**src/common/seq_pkg.sv**
```systemverilog
// Operation
// RL1: combined sequence: one transmit, turnaround, one receive
// RL2: transmit half equals standalone transmit sequence
// RL3: plain receive half equals standalone receive
// RL4: ack-only accepts matching acknowledge, else resumes search
// RL5: ack-only stores nothing unless accept-all set
// RL6: ack-only variant ends with receive-done event
// RL7: host picks ack-only only when ack requested
// RL8: continuous assessment repeats, 126 us gap
// RL9: busy updates status only, idle raises channel event
// RL10: continuous ignores slotted, aborts on enabled timeout
// RL11: continuous uses assessment modes one to three
// RL12: timed start, warmup, settle, strobe, record result
// RL13: on idle: channel event, warmdown, sequence done
// RL14: busy bit sampled only at measurement end
// RL15: busy iteration count readable by software
// RL16: hold one enable per sub-manager during operation
// RL17: sub-managers idle within 2 us of disable
// RL18: aborts drop all enables, staged transmit warmdown
// RL19: sequencer and sub-managers share one clock
// RL20: switch stage a: synth off, new channel, 4us
// RL21: switch stage b: synth on, no lock, 52us
// RL22: whole channel change takes 56 us
// RL23: method 00 energy, 01..11 modes one-three
// RL24: state durations counted in clock cycles
package seq_pkg;
  localparam int CLK_MHZ = 125;
  localparam int RX_WARM_US = 144;
  localparam int TX_WARM_US = 100;
  localparam int TURN_US = 12;
  localparam int SETTLE_US = 26;
  localparam int GAP_US = 126;
  localparam int SLOT_US = 320;
  localparam int SWA_US = 4;
  localparam int SWB_US = 52;
  localparam int STAGE_US = 2;
  localparam int SETTLE_CYC = SETTLE_US * CLK_MHZ;
  localparam int TURN_CYC = TURN_US * CLK_MHZ;
  localparam int SWA_CYC = SWA_US * CLK_MHZ;
  localparam int STAGE_CYC = STAGE_US * CLK_MHZ;
  // register indices (byte address = 4 * index)
  localparam logic [2:0] IDX_CTRL = 3'h0;
  localparam logic [2:0] IDX_STAT = 3'h1;
  localparam logic [2:0] IDX_EVT = 3'h2;
  localparam logic [2:0] IDX_BCNT = 3'h3;
  localparam logic [2:0] IDX_CH0 = 3'h4;
  localparam logic [2:0] IDX_CH1 = 3'h5;
  // control fields
  localparam int F_ACKONLY = 4;
  localparam int F_CCATX = 5;
  localparam int F_SLOT = 6;
  localparam int F_ALL = 7;
  localparam int F_TOEN = 8;
  localparam int F_TIMED = 9;
  localparam int F_METH = 10;
  localparam int F_NET = 12;
  // event bits
  localparam int E_RX = 0;
  localparam int E_TX = 1;
  localparam int E_CHAN = 2;
  localparam int E_SEQ = 3;
  // sequence select codes
  localparam logic [2:0] SEL_IDLE = 3'h0;
  localparam logic [2:0] SEL_R = 3'h1;
  localparam logic [2:0] SEL_T = 3'h2;
  localparam logic [2:0] SEL_C = 3'h3;
  localparam logic [2:0] SEL_TR = 3'h4;
  localparam logic [2:0] SEL_CCCA = 3'h5;
  localparam logic [15:0] CNT_ZERO = 16'h0000;
  localparam logic [15:0] CNT_ONE = 16'h0001;
endpackage : seq_pkg

```
**src/rtl/radio_sequence_manager.sv**
```systemverilog
// The AHB-Lite interface to the registers and the address map were decided locally.
`timescale 1ns/10ps
module radio_sequence_manager #(
  parameter int RX_WARM_CYC = seq_pkg::RX_WARM_US * seq_pkg::CLK_MHZ,
  parameter int TX_WARM_CYC = seq_pkg::TX_WARM_US * seq_pkg::CLK_MHZ,
  parameter int GAP_CYC = seq_pkg::GAP_US * seq_pkg::CLK_MHZ,
  parameter int SLOT_CYC = seq_pkg::SLOT_US * seq_pkg::CLK_MHZ,
  parameter int SWB_CYC = seq_pkg::SWB_US * seq_pkg::CLK_MHZ
) (
  // clock and reset
  input wire logic clock,
  input wire logic rstn,
  // ahb-lite slave
  input wire logic hsel,
  input wire logic [31:0] haddr,
  input wire logic [1:0] htrans,
  input wire logic hwrite,
  input wire logic [2:0] hsize,
  input wire logic [31:0] hwdata,
  input wire logic hready,
  output logic hreadyout,
  output logic hresp,
  output logic [31:0] hrdata,
  // radio front logic status
  input wire logic assess_done,
  input wire logic assess_busy,
  input wire logic tx_frame_done,
  input wire logic rx_frame_end,
  input wire logic rx_frame_ok,
  input wire logic rx_ack_match,
  input wire logic rx_ack_wanted,
  input wire logic rx_pre_search,
  input wire logic pan_switch_req,
  input wire logic timeout_compare_timer,
  input wire logic start_compare,
  input wire logic synth_unlock,
  // sub-manager enables
  output logic receive_manager_enable,
  output logic transmit_manager_enable,
  output logic synth_manager_enable,
  output logic lock_detect_enable,
  output logic pa_enable,
  // channel assess unit
  output logic assess_strobe,
  output logic energy_detect_select,
  output logic assess_mode_one_select,
  output logic assess_mode_two_select,
  output logic assess_mode_three_select,
  // synthesizer and packet buffer
  output logic [6:0] synth_integer_word,
  output logic [15:0] synth_fraction_word,
  output logic buffer_write_enable
);

  // ****************************************
  // types
  // ****************************************
  typedef enum logic [3:0] {
    S_IDLE = 4'h0, S_START = 4'h1, S_RXWARM = 4'h3, S_SETTLE = 4'h2,
    S_MEAS = 4'h6, S_GAP = 4'h7, S_TXWARM = 4'h5, S_TXRUN = 4'h4,
    S_TURN = 4'hc, S_RXRUN = 4'hd, S_SWA = 4'hf, S_SWB = 4'he,
    S_STAGED = 4'ha
  } state_t;

  typedef struct packed {
    state_t st;
    logic [15:0] cnt;
    logic [15:0] slot;
    logic [2:0] sel;
    logic ack_only;
    logic cca_tx;
    logic slotted;
    logic accept_all;
    logic to_en;
    logic timed;
    logic [1:0] method;
    logic network;
    logic [22:0] chan0;
    logic [22:0] chan1;
    logic busy;
    logic [3:0] ev;
    logic [15:0] busy_cnt;
    logic second;
    logic ack_tx;
    logic rx_half;
    logic rx_en;
    logic tx_en;
    logic syn_en;
    logic lock_en;
    logic pa_en;
    logic strobe;
    logic buf_wr;
    logic [3:0] mode;
    logic [6:0] syn_int;
    logic [15:0] syn_frac;
    logic aphase;
    logic awr;
    logic amap;
    logic [2:0] aidx;
    logic [31:0] rdata;
  } regs_t;

  regs_t q_r;
  regs_t q_nxt;

  // ****************************************
  // decode helpers
  // ****************************************
  function automatic logic [3:0] mode_of(input logic [1:0] m, input logic cont);
    logic [3:0] r;
    r = 4'h0;
    if (m == 2'h0 && cont) begin
      r = 4'h2;
    end else begin
      r[m] = 1'b1;
    end
    return r;
  endfunction : mode_of

  function automatic logic [15:0] ld(input int n);
    return n > 0 ? 16'(n - 1) : 16'h0000;
  endfunction : ld

  logic cnt_zero;
  logic wr_ctrl;
  logic sw_abort;
  logic hw_abort;
  logic active;
  logic is_ccca;
  logic is_tr;

  assign cnt_zero = q_r.cnt == seq_pkg::CNT_ZERO;
  assign active = q_r.st != S_IDLE;
  assign is_ccca = q_r.sel == seq_pkg::SEL_CCCA;
  assign is_tr = q_r.sel == seq_pkg::SEL_TR;

  // ****************************************
  // next state
  // ****************************************
  always_comb begin
    q_nxt = q_r;
    q_nxt.strobe = 1'b0;
    q_nxt.cnt = cnt_zero ? seq_pkg::CNT_ZERO : q_r.cnt - seq_pkg::CNT_ONE;
    q_nxt.slot = (q_r.slot == seq_pkg::CNT_ZERO) ? q_r.slot : q_r.slot - seq_pkg::CNT_ONE;
    wr_ctrl = 1'b0;
    sw_abort = 1'b0;

    // bus data phase
    if (q_r.aphase && q_r.awr && q_r.amap) begin
      unique case (q_r.aidx)
        seq_pkg::IDX_CTRL: begin
          wr_ctrl = 1'b1;
          if (!active) begin
            q_nxt.sel = hwdata[2:0];
            q_nxt.ack_only = hwdata[seq_pkg::F_ACKONLY];
            q_nxt.cca_tx = hwdata[seq_pkg::F_CCATX];
            q_nxt.slotted = hwdata[seq_pkg::F_SLOT];
            q_nxt.accept_all = hwdata[seq_pkg::F_ALL];
            q_nxt.to_en = hwdata[seq_pkg::F_TOEN];
            q_nxt.timed = hwdata[seq_pkg::F_TIMED];
            q_nxt.method = hwdata[seq_pkg::F_METH +: 2];
            q_nxt.network = hwdata[seq_pkg::F_NET];
          end else if (hwdata[2:0] == seq_pkg::SEL_IDLE) begin
            sw_abort = 1'b1;
          end
        end
        seq_pkg::IDX_EVT: q_nxt.ev = q_r.ev & ~hwdata[3:0];
        seq_pkg::IDX_CH0: q_nxt.chan0 = hwdata[22:0];
        seq_pkg::IDX_CH1: q_nxt.chan1 = hwdata[22:0];
        default: ;
      endcase
    end

    // sequence start
    if (wr_ctrl && !active && hwdata[2:0] != seq_pkg::SEL_IDLE) begin
      q_nxt.second = 1'b0;
      q_nxt.ack_tx = 1'b0;
      q_nxt.rx_half = 1'b0;
      q_nxt.busy_cnt = 16'h0000;
      q_nxt.syn_int = hwdata[seq_pkg::F_NET] ? q_r.chan1[22:16] : q_r.chan0[22:16];
      q_nxt.syn_frac = hwdata[seq_pkg::F_NET] ? q_r.chan1[15:0] : q_r.chan0[15:0];
      if (hwdata[seq_pkg::F_TIMED]) begin
        q_nxt.st = S_START; // RL12
      end else if ((hwdata[2:0] == seq_pkg::SEL_T || hwdata[2:0] == seq_pkg::SEL_TR) &&
                   !hwdata[seq_pkg::F_CCATX]) begin
        q_nxt.st = S_TXWARM; // RL2
        q_nxt.cnt = ld(TX_WARM_CYC);
      end else begin
        q_nxt.st = S_RXWARM;
        q_nxt.cnt = ld(RX_WARM_CYC);
      end
    end

    unique case (q_r.st)
      S_IDLE: ;
      S_START: begin
        if (start_compare) begin // RL12
          if ((is_tr || q_r.sel == seq_pkg::SEL_T) && !q_r.cca_tx) begin
            q_nxt.st = S_TXWARM;
            q_nxt.cnt = ld(TX_WARM_CYC);
          end else begin
            q_nxt.st = S_RXWARM;
            q_nxt.cnt = ld(RX_WARM_CYC);
          end
        end
      end
      S_RXWARM: begin
        if (cnt_zero) begin
          if (q_r.sel == seq_pkg::SEL_R || q_r.rx_half) begin
            q_nxt.st = S_RXRUN;
          end else begin
            q_nxt.st = S_SETTLE; // RL12
            q_nxt.cnt = ld(seq_pkg::SETTLE_CYC);
            q_nxt.slot = ld(SLOT_CYC);
          end
        end
      end
      S_SETTLE: begin
        if (cnt_zero) begin
          q_nxt.st = S_MEAS;
          q_nxt.strobe = 1'b1; // RL12
        end
      end
      S_MEAS: begin
        if (assess_done) begin
          q_nxt.busy = assess_busy; // RL14
          if (is_ccca && assess_busy) begin
            q_nxt.busy_cnt = q_r.busy_cnt + 16'h0001; // RL15
            q_nxt.st = S_GAP; // RL8 RL9
            q_nxt.cnt = ld(GAP_CYC);
          end else if (is_ccca || q_r.sel == seq_pkg::SEL_C || assess_busy) begin
            q_nxt.ev[seq_pkg::E_CHAN] = 1'b1; // RL13
            q_nxt.ev[seq_pkg::E_SEQ] = 1'b1;
            q_nxt.sel = seq_pkg::SEL_IDLE;
            q_nxt.st = S_IDLE;
          end else if (q_r.slotted && !q_r.second) begin
            q_nxt.second = 1'b1; // RL2
            q_nxt.st = S_GAP;
          end else begin
            q_nxt.ev[seq_pkg::E_CHAN] = 1'b1;
            q_nxt.st = S_TXWARM;
            q_nxt.cnt = ld(TX_WARM_CYC);
          end
        end
      end
      S_GAP: begin
        if (is_ccca ? cnt_zero : q_r.slot == seq_pkg::CNT_ZERO) begin
          q_nxt.st = S_MEAS; // RL8
          q_nxt.strobe = 1'b1;
        end
      end
      S_TXWARM: begin
        if (cnt_zero) begin
          q_nxt.st = S_TXRUN;
        end
      end
      S_TXRUN: begin
        if (tx_frame_done) begin
          q_nxt.ev[seq_pkg::E_TX] = 1'b1;
          if (is_tr && !q_r.ack_tx) begin
            q_nxt.st = S_TURN; // RL1
            q_nxt.cnt = ld(seq_pkg::TURN_CYC);
            q_nxt.rx_half = 1'b1;
          end else begin
            q_nxt.ev[seq_pkg::E_SEQ] = 1'b1;
            q_nxt.sel = seq_pkg::SEL_IDLE;
            q_nxt.st = S_IDLE;
          end
        end
      end
      S_TURN: begin
        if (cnt_zero) begin
          q_nxt.st = S_RXWARM; // RL1
          q_nxt.cnt = ld(RX_WARM_CYC);
        end
      end
      S_RXRUN: begin
        if (rx_frame_end && rx_frame_ok && !(is_tr && q_r.ack_only && !rx_ack_match)) begin
          q_nxt.ev[seq_pkg::E_RX] = 1'b1; // RL6
          if (rx_ack_wanted && !(is_tr && q_r.ack_only)) begin
            q_nxt.ack_tx = 1'b1; // RL3
            q_nxt.st = S_TXWARM;
            q_nxt.cnt = ld(TX_WARM_CYC);
          end else begin
            q_nxt.ev[seq_pkg::E_SEQ] = 1'b1;
            q_nxt.sel = seq_pkg::SEL_IDLE;
            q_nxt.st = S_IDLE;
          end
        end else if (pan_switch_req && rx_pre_search && q_r.sel == seq_pkg::SEL_R) begin
          q_nxt.st = S_SWA; // RL20
          q_nxt.cnt = ld(seq_pkg::SWA_CYC);
          q_nxt.network = ~q_r.network;
          q_nxt.syn_int = q_r.network ? q_r.chan0[22:16] : q_r.chan1[22:16];
          q_nxt.syn_frac = q_r.network ? q_r.chan0[15:0] : q_r.chan1[15:0];
        end
      end
      S_SWA: begin
        if (cnt_zero) begin
          q_nxt.st = S_SWB; // RL21
          q_nxt.cnt = ld(SWB_CYC);
        end
      end
      S_SWB: begin
        if (cnt_zero) begin
          q_nxt.st = S_RXRUN; // RL22
        end
      end
      S_STAGED: begin
        if (cnt_zero) begin
          q_nxt.st = S_IDLE; // RL18
        end
      end
      default: q_nxt.st = S_IDLE;
    endcase

    // aborts
    hw_abort = active && ((q_r.lock_en && synth_unlock) ||
               (q_r.to_en && timeout_compare_timer && q_r.sel != seq_pkg::SEL_C)); // RL10
    if ((sw_abort || hw_abort) && q_r.st != S_STAGED) begin
      q_nxt.sel = seq_pkg::SEL_IDLE;
      q_nxt.strobe = 1'b0;
      if (q_r.st == S_TXWARM || q_r.st == S_TXRUN) begin
        q_nxt.st = S_STAGED; // RL18
        q_nxt.cnt = ld(seq_pkg::STAGE_CYC);
      end else begin
        q_nxt.st = S_IDLE; // RL18
      end
    end

    // enables from next state
    q_nxt.rx_en = q_nxt.st inside {S_RXWARM, S_SETTLE, S_MEAS, S_GAP, S_RXRUN, S_SWA, S_SWB}; // RL16 RL17
    q_nxt.tx_en = q_nxt.st inside {S_TXWARM, S_TXRUN, S_STAGED}; // RL16
    q_nxt.syn_en = !(q_nxt.st inside {S_IDLE, S_START, S_SWA}); // RL20 RL21
    q_nxt.lock_en = !(q_nxt.st inside {S_IDLE, S_START, S_SWA, S_SWB, S_STAGED}); // RL21
    q_nxt.pa_en = q_nxt.st == S_TXRUN; // RL18
    q_nxt.buf_wr = q_nxt.st == S_RXRUN &&
                   (!(q_nxt.sel == seq_pkg::SEL_TR && q_r.ack_only) || q_r.accept_all); // RL5 RL3
    q_nxt.mode = (q_nxt.st inside {S_SETTLE, S_MEAS, S_GAP, S_RXWARM} && !q_nxt.rx_half &&
                  q_nxt.sel != seq_pkg::SEL_R) ?
                 mode_of(q_nxt.method, q_nxt.sel == seq_pkg::SEL_CCCA) : 4'h0; // RL11 RL23

    // bus address phase and read data
    q_nxt.aphase = hsel && hready && htrans[1];
    q_nxt.awr = hwrite;
    q_nxt.aidx = haddr[4:2];
    q_nxt.amap = haddr[31:5] == 27'h0 && haddr[4:2] <= seq_pkg::IDX_CH1;
    q_nxt.rdata = 32'h0000_0000;
    if (hsel && hready && htrans[1] && !hwrite) begin
      unique case (haddr[31:2])
        30'(seq_pkg::IDX_CTRL): q_nxt.rdata = {19'h0, q_r.network, q_r.method, q_r.timed, q_r.to_en,
                                              q_r.accept_all, q_r.slotted, q_r.cca_tx, q_r.ack_only,
                                              1'b0, q_r.sel};
        30'(seq_pkg::IDX_STAT): q_nxt.rdata = {27'h0, q_r.st, q_r.busy};
        30'(seq_pkg::IDX_EVT): q_nxt.rdata = {28'h0, q_r.ev};
        30'(seq_pkg::IDX_BCNT): q_nxt.rdata = {16'h0, q_r.busy_cnt};
        30'(seq_pkg::IDX_CH0): q_nxt.rdata = {9'h0, q_r.chan0};
        30'(seq_pkg::IDX_CH1): q_nxt.rdata = {9'h0, q_r.chan1};
        default: ;
      endcase
    end
  end

  // ****************************************
  // state register
  // ****************************************
  always_ff @(posedge clock) begin
    if (!rstn) begin
      q_r <= '0;
      q_r.st <= S_IDLE;
    end else begin
      q_r <= q_nxt; // RL19 RL24
    end
  end

  // ****************************************
  // outputs
  // ****************************************
  assign hreadyout = 1'b1;
  assign hresp = 1'b0;
  assign hrdata = q_r.rdata;
  assign receive_manager_enable = q_r.rx_en;
  assign transmit_manager_enable = q_r.tx_en;
  assign synth_manager_enable = q_r.syn_en;
  assign lock_detect_enable = q_r.lock_en;
  assign pa_enable = q_r.pa_en;
  assign assess_strobe = q_r.strobe;
  assign energy_detect_select = q_r.mode[0];
  assign assess_mode_one_select = q_r.mode[1];
  assign assess_mode_two_select = q_r.mode[2];
  assign assess_mode_three_select = q_r.mode[3];
  assign synth_integer_word = q_r.syn_int;
  assign synth_fraction_word = q_r.syn_frac;
  assign buffer_write_enable = q_r.buf_wr;
endmodule : radio_sequence_manager

```
**config.mk**
```make
export PLATFORM = sky130hd
export DESIGN_NAME = radio_sequence_manager
export DESIGN_NICKNAME = d
export VERILOG_FILES = /design/src/common/seq_pkg.sv /design/src/rtl/radio_sequence_manager.sv
export SDC_FILE = /design/constraint.sdc
export NUM_CORES = 1
export LEC_CHECK = 0
export ABC_CLOCK_PERIOD_IN_PS = 4780
export BUFFER_PORTS_ARGS = -buffer_cell sky130_fd_sc_hd__buf_2
export CAP_MARGIN = 20
export CORE_MARGIN = 2
export CORE_UTILIZATION = 55
export CTS_CLUSTER_DIAMETER = 40
export DETAILED_ROUTE_END_ITERATION = 8
export GPL_TIMING_DRIVEN = 0
export PLACE_DENSITY = 0.88
export SLEW_MARGIN = 20
export SYNTH_ARGS = -nofsm -noshare
export SYNTH_HDL_FRONTEND = slang
export SYNTH_SLANG_ARGS = --single-unit
```
**constraint.sdc**
```tcl
create_clock -name clock -period 4.78 [get_ports clock]
set_input_delay 0.956 -clock clock [delete_from_list [all_inputs] [get_ports clock]]
set_output_delay 0.956 -clock clock [all_outputs]
set_load 0.05 [all_outputs]
```
Yosys cells after proc, flatten, opt, wreduce, memory -nomap -nowiden
Index checks and enable logic that the tools add are counted.
W data, S select, Z words.
{"block": "totals", "wordCells": 276, "mem_bits_ro": 0, "latch_bits": 0, "n_memories": 0, "output_inout_bits": 68, "register_bits": 190, "input_bits": 86, "ramBits": 0}
{"block": "op_classes", "eq_ne": 43, "div": 0, "multipliers": 0, "addsub": 3, "n_mux": 108, "n_bitwise": 6, "n_lt_le_gt_ge": 3, "n_shift": 0, "reduce_logical": 77}
{"operator": "$mux W20", "n": 12}
{"operator": "$mux W16", "n": 12}
{"operator": "$mux W23", "n": 6}
{"operator": "$pmux W23 S6", "n": 1}
{"operator": "$pmux W16 S7", "n": 1}
{"operator": "$eq A30 B2 Y1 const B", "n": 2}
{"operator": "$eq A30 B3 Y1 const B", "n": 2}
{"operator": "$mux W58", "n": 1}
{"operator": "$mux W19", "n": 3}
{"operator": "$pmux W4 S13", "n": 1}
{"operator": "$mux W4", "n": 11}
{"operator": "$eq A4 B4 Y1 const B", "n": 9}
{"operator": "$mux W36", "n": 1}
{"operator": "$mux W1", "n": 34}
{"operator": "$mux W17", "n": 2}
{"operator": "$eq A4 B3 Y1 const B", "n": 8}
{"operator": "$logic_not A16 Y1", "n": 2}
{"operator": "$mux W32", "n": 1}
{"operator": "$sub A16 B1 Y16 const B", "n": 2}
{"operator": "$logic_and A1 B1 Y1", "n": 31}
{"operator": "$eq A30 B1 Y1 const B", "n": 1}
{"operator": "$logic_not A30 Y1", "n": 1}
{"operator": "$mux W3", "n": 10}
{"operator": "$logic_not A27 Y1", "n": 1}
{"operator": "other kinds (35)", "n": 85}

Longest topological paths before layout
Gate-level depths: netlist (run 1).
{"block": "logic_depth", "word_depth": 21, "depth_mapped": 11, "depth_no_buf": 9}

Worst setup path before layout (run 1)
No wires, ideal clock.
{"block": "synth_path", "kind": "input -> register", "from": "input hwdata[1]", "to": "register q_r, in the netlist assess_mode_one_select", "arrival_time_ns": 2.911, "setup_slack_ns": 1.789, "stages": 8, "n_path_buf": 1, "setup_ns": 0.080, "required_time_ns": 4.700, "path_cell_list": "clkbuf_1 nor3_1 nand3_1 a31oi_1 nand2_1 o41ai_4 or4b_4 nor3b_1"}
{"block": "synth_between", "elab_chain_len": 17, "word_cells_on_any_way": 62, "classes_between": "eq/ne: 8; mux: 41; reduce/logical: 13"}
{"element": "start, declared", "line": "radio_sequence_manager.sv:19", "source": "input wire logic [31:0] hwdata,"}
{"element": "$eq A3 B2 Y1 / $eq A3 B3 Y1 (equally long branches)", "line": "radio_sequence_manager.sv:184", "source": "end else if ((hwdata[2:0] == seq_pkg::SEL_T || hwdata[2:0] == seq_pkg::SEL_TR) &&"}
{"element": "$logic_or A1 B1 Y1", "line": "radio_sequence_manager.sv:184"}
{"element": "$logic_and A1 B1 Y1", "line": "radio_sequence_manager.sv:184"}
{"element": "$mux W19", "line": "radio_sequence_manager.sv:184"}
{"element": "$mux W20", "line": "radio_sequence_manager.sv:182", "source": "if (hwdata[seq_pkg::F_TIMED]) begin"}
{"element": "$mux W20", "line": "radio_sequence_manager.sv:175", "source": "if (wr_ctrl && !active && hwdata[2:0] != seq_pkg::SEL_IDLE) begin"}
{"element": "$mux W4", "line": "radio_sequence_manager.sv:182"}
{"element": "$mux W20", "line": "radio_sequence_manager.sv:175"}
{"element": "$mux W20", "line": "radio_sequence_manager.sv:289", "source": "end else if (pan_switch_req && rx_pre_search && q_r.sel == seq_pkg::SEL_R) begin"}
{"element": "$mux W20", "line": "radio_sequence_manager.sv:278", "source": "if (rx_frame_end && rx_frame_ok && !(is_tr && q_r.ack_only && !rx_ack_match)) begin"}
{"element": "$pmux W4 S13", "line": "radio_sequence_manager.sv:194", "source": "unique case (q_r.st)"}
{"element": "$mux W20", "line": "radio_sequence_manager.sv:319", "source": "if ((sw_abort || hw_abort) && q_r.st != S_STAGED) begin"}
{"element": "$eq A4 B2 Y1 / $eq A4 B3 Y1 (equally long branches)", "line": "radio_sequence_manager.sv:338", "source": "q_nxt.mode = (q_nxt.st inside {S_SETTLE, S_MEAS, S_GAP, S_RXWARM} && !q_nxt.rx_half &&"}
{"element": "$reduce_bool A4 Y1", "line": "radio_sequence_manager.sv:338"}
{"element": "$logic_and A1 B1 Y1 (2 in a row)", "line": "radio_sequence_manager.sv:338"}
{"element": "$reduce_and A2 Y1 (no line)"}
{"element": "end signal, assigned", "line": "radio_sequence_manager.sv:371", "source": "q_r <= q_nxt;"}
{"element": "end, declared", "line": "radio_sequence_manager.sv:103", "source": "regs_t q_r;"}
Parallel ways exist; a longest one is shown, timed or not. The select of a mux whose other input is x is not followed.
A chain may end at the register's enable or synchronous reset.

Worst setup path in the final report (run 1)
{"block": "layout_path", "from": "register q_r[186] (netlist bit)", "to": "register q_r, in the netlist buffer_write_enable"}
{"block": "layout_between", "elab_chain_len": 14, "word_cells_on_any_way": 60, "classes_between": "eq/ne: 15; mux: 32; reduce/logical: 13"}
{"element": "$reduce_bool A4 Y1", "line": "radio_sequence_manager.sv:133", "source": "assign active = q_r.st != S_IDLE;"}
{"element": "$mux W12", "line": "radio_sequence_manager.sv:153", "source": "if (!active) begin"}
{"element": "$mux W12", "line": "radio_sequence_manager.sv:150", "source": "unique case (q_r.aidx)"}
{"element": "$mux W58", "line": "radio_sequence_manager.sv:149", "source": "if (q_r.aphase && q_r.awr && q_r.amap) begin"}
{"element": "$mux W3", "line": "radio_sequence_manager.sv:231", "source": "end else if (is_ccca || q_r.sel == seq_pkg::SEL_C || assess_busy) begin"}
{"element": "$mux W3", "line": "radio_sequence_manager.sv:227", "source": "if (is_ccca && assess_busy) begin"}
{"element": "$mux W3", "line": "radio_sequence_manager.sv:225", "source": "if (assess_done) begin"}
{"element": "$pmux W3 S3", "line": "radio_sequence_manager.sv:194"}
{"element": "$mux W3", "line": "radio_sequence_manager.sv:319"}
{"element": "$eq A3 B3 Y1", "line": "radio_sequence_manager.sv:337", "source": "(!(q_nxt.sel == seq_pkg::SEL_TR && q_r.ack_only) || q_r.accept_all);"}
{"element": "$logic_and A1 B1 Y1", "line": "radio_sequence_manager.sv:337"}
{"element": "$logic_not A1 Y1", "line": "radio_sequence_manager.sv:337"}
{"element": "$logic_or A1 B1 Y1", "line": "radio_sequence_manager.sv:337"}
{"element": "$logic_and A1 B1 Y1 *", "line": "radio_sequence_manager.sv:336", "source": "q_nxt.buf_wr = q_nxt.st == S_RXRUN &&"}
Mark *: on every way between the ends. The rest lies on a longest branch, timed or not.

==> flow_metrics.tcl, run 1 <==
set metrics [dict create \
    status "finished clean" \
    yosys.cell_types.count 86 \
    post_cts_buffers 0 \
    grtUsageTotal_pct 33.2 \
    startpoint_type "flip-flop" \
    end_kind "flip-flop" \
    syn-cell-area_um2 10000 \
    timing.setup.tns_ns 0 \
    maxCapViolCount 0 \
    cts_buffers 17 \
    grt_overflow 0 \
    fp-row-count 49 \
    tightest_slew_ns 1.04 \
    use_met3_pct 7.18 \
    drtPass1Iterations 8 \
    cts_resized 0 \
    viasPerCell 6.32 \
    p_leak_nw 4.40 \
    fin_crit_ns 3.36 \
    die-area_um2 19300 \
    yosys_warnings 0 \
    cts_buffer_depth 2 \
    die-height_um 139 \
    skew_ns 0.00949 \
    antenna_found_initial 0 \
    tritoncts "done" \
    synthTopCellsByCount "181 x dfxtp_1, 178 x nand2_1, 111 x a21oi_1, 111 x nor2_1, 60 x buf_4" \
    drc 0 \
    drtAntennaViolNets 0 \
    fin_nets 1481 \
    synth_most_common_cell "dfxtp_1" \
    cp.required_ns 5.11 \
    cts_num_sinks 181 \
    synth_edf_count 0 \
    fmax_mhz 298 \
    grt_max_degree 17 \
    cp.arrival_ns 3.69 \
    power.density_nw_per_um2 372 \
    cts-root-buf "clkbuf_16" \
    max_slew_margin_pct 29.9 \
    hold_path_depth 2 \
    dp_hpwl_mm 24.4 \
    synth_area_leader_cell "dfxtp_1" \
    fin_crit_sh_pct 70.3 \
    ys_seq_area_share_pct 36.1 \
    syn2layout_area_growth_pct 15.8 \
    die_w_um 139 \
    busiest_layer "met2" \
    post_drt_wl_per_cell_um 20.1 \
    synth_ff_type "dfxtp_1" \
    fin_area_um2 11600 \
    synthTopCellsByArea "dfxtp_1 36%, nand2_1 6.7%, a21oi_1 5.5%" \
    io_pins 154 \
    htree_levels 4 \
    drive_above_1_share_pct 20.1 \
    placed_cell_area_um2 11000 \
    avgSynthCellArea_um2 8.08 \
    nFillCells 1507 \
    hold_buffers 0 \
    io_buffers 123 \
    synth_top_area_share_pct 36.1 \
    use_met2_pct 54.6 \
    clock_latency_ns 0.44 \
    cp_max_fo 10 \
    rr_worst_depth 8 \
    place_congestion 1.05 \
    grt_pass1_wl_mm 51.7 \
    drv_slew 0 \
    initial_utilization_pct 56.0 \
    grt_pass1_vias 9920 \
    clk_pin_slew_worst_paths_ns 0.07 \
    hold_class "flip-flop to flip-flop" \
    diodes 0 \
    path_class "flip-flop to flip-flop" \
    async_flop_share_pct 0 \
    finalSetupViolCount 0 \
    fp.coreArea_um2 17900 \
    grt_setup_unrepaired "false" \
    hold_viol 0 \
    vias 10300 \
    gr-usage-met1_pct 40.9 \
    wl_mm 32.9 \
    peakVddDrop_mv 0.273 \
    drt_iter0_drc 1296 \
    synth_seq_cells 181 \
    netlist_instances 1241 \
]
==> power by group <==
group	switching (mW)	internal [mW]	total, mW
clock	0.638	0.912	1.55
sequential	0.101	1.60	1.70
combinational	0.623	0.449	1.07
total	1.36	2.96	4.32
==> state kept, by name, summed over array words and instances (netlist names) <==
| register | cells |
|---|---|
| q_r | 124 |
| assess_strobe | 1 |
| receive_manager_enable | 1 |
| assess_mode_three_select | 1 |
| synth_fraction_word | 16 |
| assess_mode_two_select | 1 |
| synth_manager_enable | 1 |
| lock_detect_enable | 1 |
| buffer_write_enable | 1 |
| hrdata | 23 |
| assess_mode_one_select | 1 |
| transmit_manager_enable | 1 |
| pa_enable | 1 |
| synth_integer_word | 7 |
| energy_detect_select | 1 |
==> critical path, cell delays in order (launching register included) <==
cell	delay, ns
dfxtp_1	0.38
buf_4	0.21
nor4_4	0.46
nand3_2	0.27
nor3_1	0.79
o22ai_1	0.27
a41oi_2	0.35
nand2_1	0.15
nor4b_1	0.34
==> cell families after synthesis <==
logic type | Yosys count | synth area share [%]
compound gates | 299 | 19.8
xor+xnor | 29 | 2.53
fa+ha+maj | 4 | 0.474
buf+inv | 164 | 8.57
flops | 181 | 36.1
mux | 77 | 7.96
other cells | 2 | 0.0749
simple gates | 485 | 24.5
==> path summary, 6_finish.rpt <==
path	from	endpoint	slack [ns]
min reg2reg	q_r[149]	q_r[149]	0.48
min	q_r[149]	q_r[149]	0.48
max reg2reg	q_r[186]	buffer_write_enable	1.42
max	q_r[186]	buffer_write_enable	1.42
==> placed cells by master, fill, tap and decap left out, types with 29 or more instances in the layout <==
master      n
nand3_1    29
mux2i_1    55
clkbuf_1   58
dfxtp_1   181
buf_4      60
o21ai_0    34
nor2_1    111
buf_2     138
a21oi_1   111
a211oi_1   52
nand2_1   178
==> routing by layer <==
metal	routed length (um)	share of wire (%)
met1	12900	39
met3	3140	9.5
met4	1760	5.3
met5	0	0
met2	15200	46
==> per-stage QoR <==
stage                     utilization, %  setup WS, ns  hold slack (ns)  cells  power (mW)
after CTS                           64.8          1.53            0.472   1634        4.28
after global placement              61.2          1.18            0.443   1602        2.74
after floorplan                        -          1.79            0.436   1250        2.50
after detailed placement            61.2          1.11            0.454   1602        2.77
final                               64.8          1.42            0.481   1634        4.32
after global routing                64.8          1.33            0.487   1634        4.48
==> layout make-up <==
| class | instances | area (um^2) | share of cell area (%) |
|---|---|---|---|
| multi-input cells | 905 | 5580 | 48.0 |
| flip-flops and latches | 181 | 3620 | 31.2 |
| plain buffers | 139 | 766 | 6.60 |
| repair buffers | 123 | 616 | 5.30 |
| clock buffers | 19 | 453 | 3.90 |
| well taps | 229 | 287 | 2.47 |
| clock inverters | 13 | 194 | 1.67 |
| inverters | 25 | 93.8 | 0.808 |
Power figures use the tool's default switching activity.
==> run 2, diff against run 1 <==
--- a/config.mk
+++ b/config.mk
@@ -5,7 +5,8 @@
 export SDC_FILE = /design/constraint.sdc
 export NUM_CORES = 1
 export LEC_CHECK = 0
-export ABC_CLOCK_PERIOD_IN_PS = 4780
+export ABC_AREA = 1
+export ABC_CLOCK_PERIOD_IN_PS = 3200
 export BUFFER_PORTS_ARGS = -buffer_cell sky130_fd_sc_hd__buf_2
 export CAP_MARGIN = 20
 export CORE_MARGIN = 2
@@ -13,7 +14,7 @@
 export CTS_CLUSTER_DIAMETER = 40
 export DETAILED_ROUTE_END_ITERATION = 8
 export GPL_TIMING_DRIVEN = 0
-export PLACE_DENSITY = 0.88
+export PLACE_DENSITY = 0.87
 export SLEW_MARGIN = 20
 export SYNTH_ARGS = -nofsm -noshare
 export SYNTH_HDL_FRONTEND = slang
==> constraint.sdc (replaced) <==
create_clock -name clock -period 3.2 [get_ports clock]
set_input_delay 0.64 -clock clock [delete_from_list [all_inputs] [get_ports clock]]
set_output_delay 0.64 -clock clock [all_outputs]
set_load 0.05 [all_outputs]
==> flow_metrics.tcl, run 2 <==
set metrics [dict create \
    fp-row-count 49 \
    hold_viol 0 \
    cts_buffers 17 \
    die_w_um 140 \
    synthTopCellsByArea "dfxtp_1 36%, nand2_1 13%, o21ai_0 8.5%" \
    avgSynthCellArea_um2 6.59 \
    grt_max_degree 22 \
    async_flop_share_pct 0 \
    grt_overflow 0 \
    wl_mm 32.1 \
    cp.arrival_ns 2.94 \
    final.setup.worst_slack_ns 0.586 \
    synth_top_area_share_pct 35.7 \
    antenna_found_initial 0 \
    initial_utilization_pct 56.3 \
    synth_edf_count 0 \
    grt_pass1_vias 10400 \
    synth_ff_type "dfxtp_1" \
    final_core_util_pct 65.1 \
    max_slew_margin_pct 40.6 \
    fin_area_um2 11700 \
    grtUsageTotal_pct 32.3 \
    drv_slew 0 \
    hold_class "input pin to flip-flop" \
    drive_above_1_share_pct 16.1 \
    diodes 0 \
    skew_ns 0.0147 \
    violations "design-rule violations" \
    finalSetupViolCount 0 \
    yosys_warnings 0 \
    post_drt_wl_per_cell_um 16.6 \
    place_congestion 1.01 \
    cp.required_ns 3.52 \
    cts-root-buf "clkbuf_16" \
    power.density_nw_per_um2 574 \
    syn2layout_area_growth_pct 15.5 \
    path_class "flip-flop to flip-flop" \
    vias 11100 \
    dp_slack_ns 0.339 \
    status "finished with violations" \
    cp_max_fo 10 \
    final_common_cell "nand2_1" \
    startpoint_type "flip-flop" \
    netlist_instances 1540 \
    io_pins 154 \
    drtPass1Iterations 9 \
    die-area_um2 19600 \
    synth_area_leader_cell "dfxtp_1" \
    total_power_mw 6.73 \
    tightest_slew_ns 0.891 \
    placed_cell_area_um2 11100 \
    p_leak_nw 5.33 \
    clock_latency_ns 0.45 \
    drc 1 \
    largest_register_ff_count 124 \
    dp_cells 1904 \
    post_cts_buffers 0 \
    fin_crit_sh_pct 81.7 \
    fin_nets 1783 \
    syn-cell-area_um2 10100 \
    maxCapViolCount 0 \
    io_buffers 126 \
    fin_crit_ns 2.61 \
    yosys.cell_types.count 54 \
    cts_buffer_depth 2 \
    hold_buffers 0 \
    grt_setup_unrepaired "false" \
    viasPerCell 5.71 \
    clk_pin_slew_worst_paths_ns 0.07 \
    regMostFlops "q_r" \
    die-height_um 140 \
    peakVddDrop_mv 0.556 \
    synth_most_common_cell "nand2_1" \
    tritoncts "done" \
    drt_iter0_drc 1120 \
    synthTopCellsByCount "339 x nand2_1, 202 x nor2_1, 181 x dfxtp_1" \
    mostFrequentLayoutCells "339 x nand2_1, 202 x nor2_1, 181 x dfxtp_1, 172 x o21ai_0, 166 x inv_1" \
    grt_pass1_wl_mm 51.0 \
    cts_resized 0 \
    synth_seq_cells 181 \
    dp_hpwl_mm 24.1 \
    timing.setup.tns_ns 0 \
    cts_num_sinks 181 \
    hold_ws_ns 0.412 \
    fp.coreArea_um2 18000 \
    drtAntennaViolNets 0 \
    ys_seq_area_share_pct 35.7 \
    htree_levels 4 \
    end_kind "flip-flop" \
    fmax_mhz 383 \
    hold_path_depth 3 \
    rr_worst_depth 13 \
    layout.cells.non_filler 1936 \
]
==> run 2: cell count changes in the layout (fill, tap and decap cells not counted), moves of 13 or more <==
cell / change
nand2_1: +161
inv_1: +142
o21ai_0: +138
nor2_1: +91
mux2i_1: -55
a211oi_1: -46
nand3_1: +42
a21oi_1: -28
a311oi_1: +23
mux2_2: -22
clkbuf_1: -19
or3_1: -16
and2_1: -13
==> run 2: report_power, final <==
part	leakage, nW	internal, mW	switching [mW]
Combinational	3.57	0.698	1.27
Sequential	1.46	2.43	0.150
Clock	0.298	1.08	1.10
Total	5.33	4.21	2.52
==> run 2: cell type report <==
class,count,area (um^2)
inverter,179,674
timing repair buffer,126,631
clock inverter,15,200
tap,229,287
sequential,181,3620
fill,1665,6300
multi-input combinational,1076,5220
clock buffer,17,425
buffer,113,667
==> run 2: cells by family after synthesis <==
kind of cell,share of synthesized area [%]
buffers and inverters,13.2
XOR/XNOR,1.64
other,0.0740
flip-flops,35.7
AND/OR/NAND/NOR,30.9
adder cells (fa/ha/maj),0.370
AO/OA/AOI/OAI,18.1
==> run 2: routing by layer <==
metal  GRT usage, %  wire [um]  up-vias
met5              0          0        -
met4           15.8       1370        0
met3           5.75       3200      131
met2           54.7      15300      626
met1           39.8      12200     4994
li1               -          -     5302
==> run 2: critical path, cell delays in order (launching register included) <==
cell	delay [ns]
dfxtp_1	0.58
nand2_1	0.15
inv_2	0.12
nand2_1	0.14
clkinv_1	0.18
nand3_2	0.34
nand4_1	0.21
nor2_1	0.07
nand2_1	0.10
nand2_2	0.11
nand2_1	0.14
inv_1	0.09
o21ai_0	0.15
nor2_1	0.09
==> run 2: path summary, 6_finish.rpt <==
check        startpoint             endpoint  slack, ns
max            q_r[188]  buffer_write_enable       0.59
min              hwrite              q_r[36]       0.41
max reg2reg    q_r[188]  buffer_write_enable       0.59
min reg2reg    q_r[145]             q_r[145]       0.45
